[src/scaa_pkg.sv]
// shared register map, field positions and reset values for the channel alarm block
package scaa_pkg;

  localparam int unsigned ADDR_W = 20;
  localparam int unsigned DATA_W = 8;

  // register offsets (byte addresses on the plain register port)
  localparam logic [19:0] UPSTREAM_EN_ADDR  = 20'h30027;
  localparam logic [19:0] ALARM_FLAGS_ADDR  = 20'h30028;
  localparam logic [19:0] ALARM_EN_ADDR     = 20'h30029;
  localparam logic [19:0] AIS_FLAGS_A_ADDR  = 20'h3002a;
  localparam logic [19:0] SUMMARY_ADDR      = 20'h30026;
  localparam logic [19:0] AIS_EN_A_ADDR     = 20'h3002c;
  localparam logic [19:0] IRQ_MASK_ADDR     = 20'h300f0;

  // upstream enable fields
  localparam int unsigned UP_CHAN_BIT = 0;
  localparam int unsigned UP_AIS_BIT  = 1;
  localparam int unsigned UP_ES_BIT   = 2;
  localparam int unsigned UP_W        = 3;

  // channel alarm flag fields
  localparam int unsigned FL_THR_BIT  = 0;
  localparam int unsigned FL_PAR_BIT  = 1;
  localparam int unsigned FL_OOF_BIT  = 2;
  localparam int unsigned FL_B1_BIT   = 3;
  localparam int unsigned FL_DIN_BIT  = 4;
  localparam int unsigned FL_OH_BIT   = 5;
  localparam int unsigned FL_OOS_BIT  = 6;
  localparam int unsigned FL_W        = 7;

  localparam int unsigned AIS_W       = 4;

  localparam logic [7:0] RST_BYTE     = 8'h00;
  localparam logic [2:0] RST_UP       = 3'h0;
  localparam logic [6:0] RST_FLAGS    = 7'h00;
  localparam logic [3:0] RST_AIS      = 4'h0;

endpackage : scaa_pkg

[src/scaa_alarm_top.sv]
// channel alarm collection, enables, summaries and register port
//
// Function
// - channel summary reaches device alarm only when upstream enable bit 0 set
// - AIS-P summary reaches device alarm only when upstream enable bit 1 set
// - elastic-store overflow reaches device alarm only with upstream enable bit 2
// - aligner threshold flag sets on min or max violation, write 1 clears
// - internal parity error sets sticky flag bit 1, w1c, enabled by bit 1
// - out-of-frame sets sticky flag bit 2, w1c, enabled by bit 2
// - B1 parity failure sets sticky flag bit 3, w1c, enabled by bit 3
// - parallel transmit data parity error sets flag bit 4, w1c, enable bit 4
// - overhead serial input parity error sets flag bit 5, w1c, enable bit 5
// - group loss of sync sets sticky flag bit 6, cleared by writing 1
// - each of seven enable bits lets its flag into channel summary
// - four read-only bits report path AIS on STS 3, 6, 9, 12
// - channel summary reads 1 exactly when some enabled flag is set
// - AIS-P summary reads 1 when any AIS flag and its enable set
`timescale 1ns/1ps
`default_nettype none

module scaa_alarm_top
  import scaa_pkg::*;
(
  input  wire logic              sys_clk_i,
  input  wire logic              rst_n_i,
  // register port
  input  wire logic [ADDR_W-1:0] reg_addr_i,
  input  wire logic [DATA_W-1:0] reg_wdata_i,
  input  wire logic              reg_wr_i,
  input  wire logic              reg_rd_i,
  output logic      [DATA_W-1:0] reg_rdata_o,
  // alarm sources
  input  wire logic              fifo_lvl_below_min_i,
  input  wire logic              fifo_lvl_above_max_i,
  input  wire logic              rx_int_parity_err_i,
  input  wire logic              rx_oof_i,
  input  wire logic              b1_parity_err_i,
  input  wire logic              fabric_parallel_tx_data_par_err_i,
  input  wire logic              fabric_overhead_serial_in_par_err_i,
  input  wire logic              fifo_oos_i,
  input  wire logic [AIS_W-1:0]  sts_ais_i,
  input  wire logic              es_overflow_i,
  // upward indications
  output logic                   dev_chan_alarm_o,
  output logic                   dev_ais_alarm_o,
  output logic                   dev_es_alarm_o,
  output logic                   irq_o
);

  ////////////////////////////////////////////////////////////////////////////
  // register state

  logic [UP_W-1:0]  up_en_ff;
  logic [FL_W-1:0]  flag_en_ff;
  logic [AIS_W-1:0] ais_en_ff;
  logic [AIS_W-1:0] ais_ff;
  logic [FL_W-1:0]  irq_mask_ff;
  logic [FL_W-1:0]  flags;
  logic [FL_W-1:0]  flag_set;
  logic [FL_W-1:0]  flag_clr;
  logic             chan_sum;
  logic             ais_sum;
  logic             es_ff;
  logic [DATA_W-1:0] rdata_ff;
  logic [DATA_W-1:0] nxt_rdata;

  logic wr_up;
  logic wr_flags;
  logic wr_en;
  logic wr_ais_en;
  logic wr_mask;

  assign wr_up     = reg_wr_i && (reg_addr_i == UPSTREAM_EN_ADDR);
  assign wr_flags  = reg_wr_i && (reg_addr_i == ALARM_FLAGS_ADDR);
  assign wr_en     = reg_wr_i && (reg_addr_i == ALARM_EN_ADDR);
  assign wr_ais_en = reg_wr_i && (reg_addr_i == AIS_EN_A_ADDR);
  assign wr_mask   = reg_wr_i && (reg_addr_i == IRQ_MASK_ADDR);

  always_ff @(posedge sys_clk_i or negedge rst_n_i)
  begin
    if (!rst_n_i)
    begin
      up_en_ff <= RST_UP;
    end
    else if (wr_up)
    begin
      up_en_ff <= reg_wdata_i[UP_W-1:0];
    end
  end

  always_ff @(posedge sys_clk_i or negedge rst_n_i)
  begin
    if (!rst_n_i)
    begin
      flag_en_ff <= RST_FLAGS;
    end
    else if (wr_en)
    begin
      flag_en_ff <= reg_wdata_i[FL_W-1:0];
    end
  end

  always_ff @(posedge sys_clk_i or negedge rst_n_i)
  begin
    if (!rst_n_i)
    begin
      ais_en_ff <= RST_AIS;
    end
    else if (wr_ais_en)
    begin
      ais_en_ff <= reg_wdata_i[AIS_W-1:0];
    end
  end

  always_ff @(posedge sys_clk_i or negedge rst_n_i)
  begin
    if (!rst_n_i)
    begin
      irq_mask_ff <= RST_FLAGS;
    end
    else if (wr_mask)
    begin
      irq_mask_ff <= reg_wdata_i[FL_W-1:0];
    end
  end

  ////////////////////////////////////////////////////////////////////////////
  // sticky channel alarm flags

  always_comb
  begin
    flag_set = '0;
    flag_set[FL_THR_BIT] = fifo_lvl_below_min_i || fifo_lvl_above_max_i;
    flag_set[FL_PAR_BIT] = rx_int_parity_err_i;
    flag_set[FL_OOF_BIT] = rx_oof_i;
    flag_set[FL_B1_BIT]  = b1_parity_err_i;
    flag_set[FL_DIN_BIT] = fabric_parallel_tx_data_par_err_i;
    flag_set[FL_OH_BIT]  = fabric_overhead_serial_in_par_err_i;
    flag_set[FL_OOS_BIT] = fifo_oos_i;
  end

  assign flag_clr = wr_flags ? reg_wdata_i[FL_W-1:0] : '0;

  // set wins over a same-cycle clear
  for (genvar g = 0; g < FL_W; g++)
  begin : g_flag
    scaa_sticky_bit u_flag
    (
      .sys_clk_i (sys_clk_i),
      .rst_n_i   (rst_n_i),
      .set_i     (flag_set[g]),
      .clr_i     (flag_clr[g]),
      .flag_o    (flags[g])
    );
  end

  ////////////////////////////////////////////////////////////////////////////
  // ais and elastic store status

  always_ff @(posedge sys_clk_i or negedge rst_n_i)
  begin
    if (!rst_n_i)
    begin
      ais_ff <= RST_AIS;
    end
    else
    begin
      ais_ff <= sts_ais_i;
    end
  end

  always_ff @(posedge sys_clk_i or negedge rst_n_i)
  begin
    if (!rst_n_i)
    begin
      es_ff <= 1'b0;
    end
    else
    begin
      es_ff <= es_overflow_i;
    end
  end

  assign chan_sum = |(flags & flag_en_ff);
  assign ais_sum  = |(ais_ff & ais_en_ff);

  assign dev_chan_alarm_o = chan_sum && up_en_ff[UP_CHAN_BIT];
  assign dev_ais_alarm_o  = ais_sum && up_en_ff[UP_AIS_BIT];
  assign dev_es_alarm_o   = es_ff && up_en_ff[UP_ES_BIT];

  assign irq_o = |(flags & irq_mask_ff);

  ////////////////////////////////////////////////////////////////////////////
  // read port

  always_comb
  begin
    nxt_rdata = RST_BYTE;
    case (reg_addr_i)
      UPSTREAM_EN_ADDR: nxt_rdata[UP_W-1:0]  = up_en_ff;
      ALARM_FLAGS_ADDR: nxt_rdata[FL_W-1:0]  = flags;
      ALARM_EN_ADDR:    nxt_rdata[FL_W-1:0]  = flag_en_ff;
      AIS_FLAGS_A_ADDR: nxt_rdata[AIS_W-1:0] = ais_ff;
      AIS_EN_A_ADDR:    nxt_rdata[AIS_W-1:0] = ais_en_ff;
      IRQ_MASK_ADDR:    nxt_rdata[FL_W-1:0]  = irq_mask_ff;
      SUMMARY_ADDR:
      begin
        nxt_rdata[UP_CHAN_BIT] = chan_sum;
        nxt_rdata[UP_AIS_BIT]  = ais_sum;
        nxt_rdata[UP_ES_BIT]   = es_ff;
      end
      default:          nxt_rdata = RST_BYTE;
    endcase
  end

  // data only in the cycle after the read strobe
  always_ff @(posedge sys_clk_i or negedge rst_n_i)
  begin
    if (!rst_n_i)
    begin
      rdata_ff <= RST_BYTE;
    end
    else if (reg_rd_i)
    begin
      rdata_ff <= nxt_rdata;
    end
    else
    begin
      rdata_ff <= RST_BYTE;
    end
  end

  assign reg_rdata_o = rdata_ff;
endmodule // scaa_alarm_top

`default_nettype wire

[src/scaa_sticky_bit.sv]
// one write-1-to-clear sticky flag where a set beats a clear
`timescale 1ns/1ps
`default_nettype none

module scaa_sticky_bit
(
  input  wire logic sys_clk_i,
  input  wire logic rst_n_i,
  input  wire logic set_i,
  input  wire logic clr_i,
  output logic      flag_o
);

  logic flag_ff;

  always_ff @(posedge sys_clk_i or negedge rst_n_i)
  begin
    if (!rst_n_i)
    begin
      flag_ff <= 1'b0;
    end
    else if (set_i)
    begin
      flag_ff <= 1'b1;
    end
    else if (clr_i)
    begin
      flag_ff <= 1'b0;
    end
  end

  assign flag_o = flag_ff;

endmodule // scaa_sticky_bit

`default_nettype wire

[config.mk]
export PLATFORM = sky130hd
export DESIGN_NAME = scaa_alarm_top
export DESIGN_NICKNAME = d
export VERILOG_FILES = /design/src/scaa_pkg.sv /design/src/scaa_alarm_top.sv /design/src/scaa_sticky_bit.sv
export SDC_FILE = /design/constraint.sdc
export NUM_CORES = 1
export LEC_CHECK = 0
export CAP_MARGIN = 20
export CORE_MARGIN = 10
export CORE_UTILIZATION = 35
export CTS_CLUSTER_DIAMETER = 200
export DETAILED_ROUTE_END_ITERATION = 10
export DONT_BUFFER_PORTS = 1
export PLACE_DENSITY_LB_ADDON = 0.1
export SLEW_MARGIN = 20
export SYNTH_ARGS = -nofsm -noshare
export SYNTH_HDL_FRONTEND = slang
export SYNTH_SLANG_ARGS = --single-unit
[constraint.sdc]
create_clock -name sys_clk_i -period 1.7 [get_ports sys_clk_i]
set_clock_uncertainty 0.05 [all_clocks]
set_input_delay 0.17 -clock sys_clk_i [delete_from_list [all_inputs] [get_ports sys_clk_i]]
set_output_delay 0.17 -clock sys_clk_i [all_outputs]
set_load 0.02 [all_outputs]
[Yosys cells after proc, flatten, opt, wreduce, memory -nomap -nowiden]
Cells that the tools add are included.
Cells by class
  multiplexer cells: 19
  reduce and logical (&&, ||, !) cells: 19
  bitwise gates (word level): 3
  eq/ne operators: 7
Operator list (count)
  $eq A20 B18 Y1 const B: 7
  $pmux W3 S7: 1
  $and A7 B7 Y7: 2
  $mux W1: 14
  $mux W7: 2
  $reduce_bool A2 Y1: 7
  $reduce_or A7 Y1: 2
  $pmux W3 S3: 1
  $logic_and A1 B1 Y1: 8
  $pmux W1 S5: 1
  $and A4 B4 Y4: 1
  $reduce_or A4 Y1: 1
  $logic_or A1 B1 Y1: 1
Word-level totals
  logic and storage cells: 62
  output and inout port bits: 12
  register bits after elaboration: 40
  bits of input ports: 45

[Depth between registers and ports, before layout]
Gate-level depths: netlist (run 1).
  depth in word-level cells: 5
  gate-level depth with buffers: 6
  gate-level depth less buffers: 4

[Cells and area by module]
From an unflattened synthesis (run 1), not the netlist that was laid out.
Unflattened totals
  cells, all modules: 182
  area total of the unflattened synthesis: 2063.2 um^2
By module, submodules not included
  scaa_alarm_top: cells an instance 161, area an instance 1809.2 um^2, instances 1, sequential area each 825.8 um^2
  scaa_sticky_bit: cells an instance 3, area an instance 36.3 um^2, instances 7, sequential area each 25.0 um^2

[Worst setup path after synthesis (run 1)]
OpenSTA, ideal clock, no wires.
  kind: in2reg
  start point: input reg_addr_i[11]
  end point: register flag_en_ff[0]
  required time: 1.525 ns
  path slack: 0.122 ns
  arrival: 1.403 ns
  stages: 4
  path buffers: 0
  setup time: 0.125 ns
  path through: nor4_4 > nand4_2 > nor3_4 > mux2_2
On the way
  cells in the longest elaborated chain, start to end: 2
RTL lines
  from (decl): line scaa_alarm_top.sv:27  | input wire logic [ADDR_W-1:0] reg_addr_i,
  $eq A20 B18 Y1: line scaa_alarm_top.sv:75  | assign wr_en = reg_wr_i && (reg_addr_i == ALARM_EN_ADDR);
  $logic_and A1 B1 Y1: line scaa_alarm_top.sv:75
  to (signal assigned): line scaa_alarm_top.sv:99  | flag_en_ff <= reg_wdata_i[FL_W-1:0];
  to (decl): line scaa_alarm_top.sv:54  | logic [FL_W-1:0] flag_en_ff;
Every way passes these cells.
A chain may end at the register's enable or synchronous reset.

[Worst setup path after layout (run 1)]
  start point: register g_flag[3].u_flag.flag_ff
  end point: output irq_o
On the way
  cells in the longest elaborated chain, start to end: 2
RTL lines
  from (decl): line scaa_sticky_bit.sv:14  | logic flag_ff;
  from (signal assigned): line scaa_sticky_bit.sv:20  | flag_ff <= 1'b0;
  from (signal assigned): line scaa_sticky_bit.sv:24  | flag_ff <= 1'b1;
  from (signal assigned): line scaa_sticky_bit.sv:28  | flag_ff <= 1'b0;
  $and A7 B7 Y7: line scaa_alarm_top.sv:191  | assign irq_o = |(flags & irq_mask_ff);
  $reduce_or A7 Y1: line scaa_alarm_top.sv:191
  to (decl): line scaa_alarm_top.sv:47  | output logic irq_o
Every way passes these cells.

==> implementation parameters, run 1 <==
Parameter                              Value

Setup path
  R2R Setup Slk    0.13 ns
  Reg2reg path depth    5
  Data arrival time at the worst-slack endpoint    1.46 ns
  CP endpoint kind    output pin
  Series of cell instances along the critical path    buf_6 -> a222oi_1 -> nand3_2
  Category of the most critical setup path    reg -> out
  Critical path peak fanout    3
  Largest stage delay, worst path    0.41 ns
  Worst flop-to-flop path endpoint    reg_rdata_o[0]
  Kind of cell with the highest combined delay on the critical path    flip-flops
  Cell depth of the worst setup path    3
  Crit path required time    1.48 ns
  Startpoint type of the worst setup path    flop
  Critical Path Slowest Stage Cell    dfrtp_1
  Buffering stage count on the worst path with inverters included    1
  Startpoint of the lowest-slack register-to-register path    flag_en_ff[3]

Yosys
  Main flop type after synthesis    dfrtp_1
  Most frequent cells after synthesis    dfrtp_1 (40), mux2_2 (17), inv_1 (13)
  Total of flip-flops plus latches after synthesis    40
  Main area contributors after synthesis    dfrtp_1 (47%), mux2_2 (9.0%), mux2i_1 (5.2%)
  Yosys top cell by area    dfrtp_1
  Warnings, synthesis    0
  Cell count after synthesis    184
  Syn nets    229
  Yosys cell types    46
  Number of flops mapped to enable cells by yosys    0
  Synthesized area    2118 um2
  Per-instance average area after synthesis    11.51 um2
  Proportion of netlist area held by the largest area contributor    47.25%
  Post-synthesis async set-or-reset flop share    100.0%
  Leading cell type by number of instances after synthesis    dfrtp_1
  Portion of the post-synthesis area used by sequential elements    47.25%

Place
  Cell count after placement    266
  Setup Slack @ Placement    -0.01226 ns
  Last weighted congestion value of the routability-driven placer    0.7921
  Number of buffers inserted by port buffering    0
  Placed standard-cell area    2300 um2
  HPWL after detailed placement    4.759 mm

Pwr
  Tot Pwr    1792 uW
  Pwr per Cell Area    669.6 nW/um2
  Reported leakage power    0.001160 uW
  Worst supply voltage drop on vdd    0.0003566 V

Floorplanning
  Initial core utilization    35.99%
  Floorplan die width    97.80 um
  Die Height    97.80 um
  Total die area    9564 um2
  Standard cell core area    5886 um2
  Count of standard-cell rows    28
  I/O pin total    57

Global routing
  Wire length of the first global-routing pass    10.66 mm
  Largest net degree at the start of global routing    41
  Number of global-route vias before repair    1885
  Number of antenna violations at the first check in global routing    0
  GR Overflow Total    0
  Global Route Usage Sum    13.72%

Clock network
  Clock Sink Count    40
  Number of buffers on the longest clock path    2
  Maximum level of the CTS H-tree    2
  Clock Latency Late Sink    0.29 ns
  Clock transition at the register clock pins on the worst setup and hold paths after CTS    0.08 ns
  CTS Root Buffer Type    clkbuf_8
  Total CTS buffers    5
  Clock tree from TritonCTS    done

Flow run
  Number of max-cap violations    0

Finish
  Post-route cell area    2676 um2
  Number of standard cells in the final layout excluding fillers    300
  Ant diodes    0
  Final net count    269
  Layout filler cell count    579
  Layout cell share with drive strength beyond 1    23.11%
  Growth of design area from synthesis to finish    26.34%

Routing
  Post-detailed-routing wire length    6.537 mm
  Drt first-iter violations    122
  Vias/cell    5.673
  Antenna violation net count after detailed routing    0
  Wire per inst    21.79 um
  Iteration count of the initial detailed-routing pass    4
  Remaining routing DRC violations    0
  Via count    1702

STA
  RSZ-0062 raised after global routing    true
  Hold Worst Slack    0.003501 ns
  Final hold violation count    0
  Tmin final    1.684 ns
  Period Utilization, post-route    99.08%
  Maximum clock frequency    0.5937 GHz
  Final count of negative-setup-slack endpoints    0
  Minimum setup slack in the final design    0.01569 ns
  Max Slew Vio Count    0

Hold path
  Launch point of the worst hold path    reg_rd_i
  Endpoint of the worst hold path    reg_rdata_o[2]
  Classification of the worst-slack hold path    in -> reg
  Worst hold path depth    2

Run status
  Status    finished clean
-- routing by layer --
| metal | global-route usage, % | vias to the layer above | part of all wire, % |
|---|---|---|---|
| met4 | 3.803 | 0 | 1.7 |
| met5 | 0 | - | 0 |
| met2 | 22.28 | 57 | 46 |
| met1 | 16.68 | 853 | 45 |
| met3 | 5.004 | 10 | 7.0 |
| li1 | - | 782 | - |
-- cell families after synthesis --
group / synth area share [%]
AND/OR/NAND/NOR: 19.32
AO/OA/AOI/OAI: 14.95
flip-flops: 47.25
multiplexers: 14.24
buffers and inverters: 4.076
other: 0.1770
-- report_power, final --
group | total [uW] | switching (uW) | internal, uW
logic | 152 | 72.0 | 79.9
registers | 960 | 3.65 | 956
clock network | 680 | 350 | 330
-- worst max-delay path by stage --
stage / start / endpoint
after CTS: g_flag[3].u_flag.flag_o / irq_o
final: g_flag[3].u_flag.flag_o / irq_o
after detailed placement: reg_addr_i[12] / g_flag[3].u_flag.flag_o
after global placement: reg_addr_i[12] / irq_mask_ff[3]
after floorplan: reg_addr_i[11] / flag_en_ff[0]
after global routing: g_flag[3].u_flag.flag_o / irq_o
-- sequential cells by signal, summed over array words and instances (netlist names) --
register,cells
ais_en_ff,4
ais_ff,4
es_ff,1
flag_en_ff,7
g_flag.u_flag.flag_o,7
irq_mask_ff,7
reg_rdata_o,7
up_en_ff,3
-- stage by stage --
step                       TNS, ns  util (%)
after floorplan                  0         -
after global placement           0     39.07
after detailed placement  -0.01226     39.07
after CTS                        0     45.47
after global routing      -0.05499     45.47
final                            0     45.47
-- what timing repair did --
| item | 4_1_cts | 5_1_grt |
|---|---|---|
| pin swaps | 3 | 0 |
| endpoints found under the hold margin | 79 | 0 |
| cloned | 0 | 0 |
| hold buffers | 25 | 0 |
| endpoints found under the setup margin | 2 | 1 |
| buffers inserted | 1 | 0 |
| resized for setup | 3 | 0 |
-- layout by cell type, fill, tap and decap left out, types with 4 or more instances in the layout --
cell / instances
o21ai_0: 4
o21a_1: 4
nand2_1: 5
mux2i_1: 11
o41ai_1: 7
nand2b_1: 7
nor2_1: 4
nor3_1: 6
nand3_1: 7
dfrtp_1: 40
dlygate4sd3_1: 24
buf_4: 14
clkbuf_8: 6
a22oi_1: 6
inv_1: 13
nand3b_1: 5
mux2_2: 17
-- cell type report --
class                      instances  area (um2)  share of cell area, %
inverter                          13       48.80                  1.823
multi-input combinational        123        1042                  38.94
timing repair buffer              41       396.6                  14.82
tap                               75       93.84                  3.506
clock inverter                     1       7.507                 0.2805
clock buffer                       7       86.33                  3.226
sequential                        40        1001                  37.40
Power figures use the tool's default switching activity.
==> inputs of run 2 (changes only) <==
--- a/config.mk
+++ b/config.mk
@@ -11,7 +11,7 @@
 export CTS_CLUSTER_DIAMETER = 200
 export DETAILED_ROUTE_END_ITERATION = 10
 export DONT_BUFFER_PORTS = 1
-export PLACE_DENSITY_LB_ADDON = 0.1
+export PLACE_DENSITY = 0.58
 export SLEW_MARGIN = 20
 export SYNTH_ARGS = -nofsm -noshare
 export SYNTH_HDL_FRONTEND = slang
==> implementation parameters, run 2 (synthesis results as in run 1) <==
Parameter                              Value

Pwr
  Worst supply voltage drop on vdd    0.0003138 V
  Reported leakage power    0.001148 uW
  Pwr per Cell Area    642.8 nW/um2

Setup path
  Largest stage delay, worst path    0.40 ns
  Startpoint type of the worst setup path    flop
  CP endpoint kind    output pin
  Category of the most critical setup path    reg -> out
  Crit path required time    1.48 ns
  Series of cell instances along the critical path    buf_6 -> a222oi_1 -> nand3_2
  Critical path peak fanout    3
  Reg2reg path depth    5
  Critical Path Slowest Stage Cell    dfrtp_1
  Data arrival time at the worst-slack endpoint    1.43 ns

Clock network
  Clock transition at the register clock pins on the worst setup and hold paths after CTS    0.07 ns
  Clock Latency Late Sink    0.29 ns
  Clock Sink Count    40
  Clock tree from TritonCTS    done
  Maximum level of the CTS H-tree    2
  CTS Root Buffer Type    clkbuf_8
  Number of buffers on the longest clock path    2
  Total CTS buffers    5

Place
  Placed standard-cell area    2292 um2
  Cell count after placement    265
  Number of buffers inserted by port buffering    0
  HPWL after detailed placement    4.474 mm
  Last weighted congestion value of the routability-driven placer    0.8687

Finish
  Growth of design area from synthesis to finish    24.75%
  Ant diodes    0
  Post-route cell area    2643 um2
  Most frequent cells in the layout    dfrtp_1 (40), dlygate4sd3_1 (23), mux2_2 (17)
  Register Area    1001 um2
  Layout filler cell count    574
  Final net count    267
  Most common cell after layout, fill and taps aside    dfrtp_1
  Layout cell share with drive strength beyond 1    22.52%
  Number of standard cells in the final layout excluding fillers    297
  Total area of multi-input combinational cells    1042 um2

STA
  Maximum clock frequency    0.6055 GHz
  Max Slew Vio Count    0
  Period Utilization, post-route    97.15%
  Final hold violation count    0
  Final count of negative-setup-slack endpoints    0
  Hold Worst Slack    0.007250 ns
  RSZ-0062 raised after global routing    false
  Tmin final    1.652 ns

Global routing
  GR Overflow Total    0
  Number of antenna violations at the first check in global routing    0
  Largest net degree at the start of global routing    41
  Number of global-route vias before repair    1835
  Global Route Usage Sum    12.99%
  Wire length of the first global-routing pass    10.16 mm

Routing
  Highest Signal Layer    met4
  Drt first-iter violations    136
  Length of routed met3 wiring    454 um
  Wire per inst    20.57 um
  Met2 wirelength from detailed routing    2.805 mm
  Vias/cell    5.721
  Antenna violation net count after detailed routing    0
  Via count    1699
  Met1 WL    2.731 mm
  Iteration count of the initial detailed-routing pass    5
  Post-detailed-routing wire length    6.109 mm
  Remaining routing DRC violations    0

Hold path
  Worst hold path depth    2
  Classification of the worst-slack hold path    in -> reg

Floorplanning
  Initial core utilization    35.99%
  Floorplan die width    97.80 um
  Standard cell core area    5886 um2
  Count of standard-cell rows    28
  Total die area    9564 um2
  Die Height    97.80 um
  I/O pin total    57

Flow run
  Number of max-cap violations    0

Run status
  Status    finished clean
[run 2: cell count changes in the layout (fill, tap and decap cells not counted)]
cell and delta:
buf_4 -1, clkinvlp_4 -1, dlygate4sd3_1 -1, clkbuf_8 -1, clkinv_2 +1
[run 2: final timing paths]
path                                    startpoint  slack, ns                 endpoint
max                        g_flag[3].u_flag.flag_o       0.05                    irq_o
min                                  reg_addr_i[0]      0.007  g_flag[3].u_flag.flag_o
max reg2reg                          flag_en_ff[3]       0.14           reg_rdata_o[0]
min reg2reg                            up_en_ff[1]       0.48              up_en_ff[1]
max in group asynchronous                  rst_n_i       1.12           irq_mask_ff[4]
min in group asynchronous                  rst_n_i       0.30  g_flag[3].u_flag.flag_o
[run 2: what timing repair did]
item | 4_1_cts | 5_1_grt
endpoints found under the setup margin | 2 | 3
gates resized for setup | 2 | 1
endpoints found under the hold margin | 80 | 0
pin swaps | 0 | 3
hold buffers | 24 | 0
setup buffers | 0 | 1
[run 2: metal layers]
metal | up-vias | track usage [%]
li1 | 782 | -
met1 | 842 | 16.58
met2 | 68 | 19.98
met3 | 7 | 4.158
met4 | 0 | 4.810
met5 | - | 0
[run 2: cell type report]
class | instances | area share [%]
multi-input combinational | 123 | 39.44
clock inverter | 1 | 0.1894
inverter | 13 | 1.847
tap | 75 | 3.551
timing repair buffer | 39 | 14.35
sequential | 40 | 37.88
clock buffer | 6 | 2.746
[run 2: critical path: cells and delay by family, from the launching register on]
kind	cells	cell delay, ns
compound gates	1	0.39
simple gates	1	0.22
buf+inv	1	0.13
flops	1	0.40
[run 2: power by group]
part	total [uW]	switching, uW	internal, uW
Combinational	146	69.8	76.1
Sequential	961	3.79	957
Clock	592	313	279
Total	1700	386	1310
[run 2: through the flow]
stage                      TNS, ns  worst slack (ns)  util (%)  total power (uW)
after floorplan                  0            0.1221         -              1051
after global placement           0           0.06858     38.95              1048
after detailed placement         0           0.02949     38.95              1048
after CTS                 -0.02636          -0.02636     44.71              1724
after global routing             0          0.008747     44.90              1785
final                            0           0.04839     44.90              1699
==> inputs of run 3 (changes only) <==
--- a/config.mk
+++ b/config.mk
@@ -12,6 +12,7 @@
 export DETAILED_ROUTE_END_ITERATION = 10
 export DONT_BUFFER_PORTS = 1
 export PLACE_DENSITY = 0.58
+export RECOVER_POWER = 50
 export SLEW_MARGIN = 20
 export SYNTH_ARGS = -nofsm -noshare
 export SYNTH_HDL_FRONTEND = slang
==> implementation parameters, run 3 (synthesis results as in run 1) <==
Parameter                              Value

Run status
  Status    finished clean

Hold path
  Classification of the worst-slack hold path    in -> reg
  Worst hold path depth    2

Routing
  Vias/cell    5.680
  Wire per inst    20.59 um
  Remaining routing DRC violations    0
  Iteration count of the initial detailed-routing pass    4
  Via count    1687
  Drt first-iter violations    123
  Post-detailed-routing wire length    6.114 mm
  Antenna violation net count after detailed routing    0

Global routing
  GR Overflow Total    0
  Largest net degree at the start of global routing    41
  Wire length of the first global-routing pass    10.16 mm
  Global Route Usage Sum    12.99%
  Number of global-route vias before repair    1835
  Number of antenna violations at the first check in global routing    0

Finish
  Most frequent cells in the layout    dfrtp_1 (40), dlygate4sd3_1 (23), mux2_2 (17)
  End-of-flow core utilization    44.64%
  Layout cell share with drive strength beyond 1    22.52%
  Ant diodes    0
  Growth of design area from synthesis to finish    24.04%
  Most common cell after layout, fill and taps aside    dfrtp_1
  Layout filler cell count    576
  Final net count    267

Pwr
  Worst supply voltage drop on vdd    0.0003137 V
  Tot Pwr    1693 uW
  Pwr per Cell Area    644.3 nW/um2
  Reported leakage power    0.001142 uW

Clock network
  Clock tree from TritonCTS    done
  Maximum level of the CTS H-tree    2
  Number of buffers on the longest clock path    2
  CTS Root Buffer Type    clkbuf_8
  Clock Sink Count    40
  Clock Latency Late Sink    0.29 ns
  Total CTS buffers    5
  Clock transition at the register clock pins on the worst setup and hold paths after CTS    0.07 ns

STA
  Max Slew Vio Count    0
  Period Utilization, post-route    96.91%
  Hold Worst Slack    0.006731 ns
  Minimum setup slack in the final design    0.05254 ns
  Total Neg Setup Slack    0 ns
  Maximum clock frequency    0.6070 GHz
  RSZ-0062 raised after global routing    false
  Slew at the pin closest to its max-slew limit    0.9815 ns
  Tmin final    1.647 ns
  Max transition margin    34.57%
  Final count of negative-setup-slack endpoints    0
  Final hold violation count    0

Place
  Setup Slack @ Placement    0.02949 ns
  Last weighted congestion value of the routability-driven placer    0.8687
  HPWL after detailed placement    4.474 mm
  Number of buffers inserted by port buffering    0

Floorplanning
  Total die area    9564 um2
  Count of standard-cell rows    28
  Initial core utilization    35.99%
  I/O pin total    57
  Floorplan die width    97.80 um
  Die Height    97.80 um
  Standard cell core area    5886 um2

Setup path
  Startpoint type of the worst setup path    flop
  Data arrival time at the worst-slack endpoint    1.43 ns
  Reg2reg path depth    5
  Crit path required time    1.48 ns
  Category of the most critical setup path    reg -> out
  Critical path peak fanout    3
  CP endpoint kind    output pin

Flow run
  Number of max-cap violations    0
==> run 3: changes by cell type in the layout (fill, tap and decap cells not counted), sizes merged <==
cell    previous run  this run
buf               16        15
clkbuf             6         7
==> run 3: final cells by class <==
| type | instances | area (um2) | share of cell area [%] |
|---|---|---|---|
| Tap cell | 75 | 93.84 | 3.571 |
| Clock inverter | 1 | 5.005 | 0.1905 |
| Clock buffer | 6 | 72.57 | 2.762 |
| Timing Repair Buffer | 39 | 364.1 | 13.86 |
| Sequential cell | 40 | 1001 | 38.10 |
| Multi-Input combinational cell | 123 | 1042 | 39.67 |
| Inverter | 13 | 48.80 | 1.857 |
==> run 3: per-stage QoR <==
step / cells / cell area, um2
detailed placement: 265 / 2292
global route: 297 / 2628
finish: 297 / 2628
floorplan: 184 / 2118
global placement: 265 / 2292
CTS: 296 / 2631
==> run 3: what timing repair did <==
action	CTS	global route
setup buffers	0	1
hold buffers	24	0
gates resized for setup	2	1
setup endpoints to repair	2	3
pin swaps	0	3
hold endpoints to repair	80	0
==> run 3: per-layer routing <==
layer	GRT usage, %	vias up	part of all wire, %
met1	16.58	830	45
met3	4.158	7	7.8
met2	19.98	67	46
li1	-	783	-
met5	0	-	0
met4	4.810	0	1.8
==> run 3: final timing paths <==
kind,start,end,slack (ns)
min in group asynchronous,rst_n_i,g_flag[3].u_flag.flag_o,0.54
worst min-delay path,reg_addr_i[0],g_flag[3].u_flag.flag_o,0.007
worst max register to register,flag_en_ff[3],reg_rdata_o[0],0.15
worst min register to register,up_en_ff[1],up_en_ff[1],0.48
max in group asynchronous,rst_n_i,flag_en_ff[2],0.46
worst max-delay path,g_flag[3].u_flag.flag_o,irq_o,0.05
==> run 3: where the power goes <==
part           switching (uW)  total (uW)  internal [uW]  leakage (uW)
sequential               3.72         961            957      0.000490
combinational            68.8         141           72.0      0.000611
clock                     312         591            279     0.0000410
==> run 3: worst max-delay path, stage by stage (launching register included) <==
cell	delay, ns
dfrtp_1	0.41
buf_6	0.13
a222oi_1	0.38
nand3_2	0.22
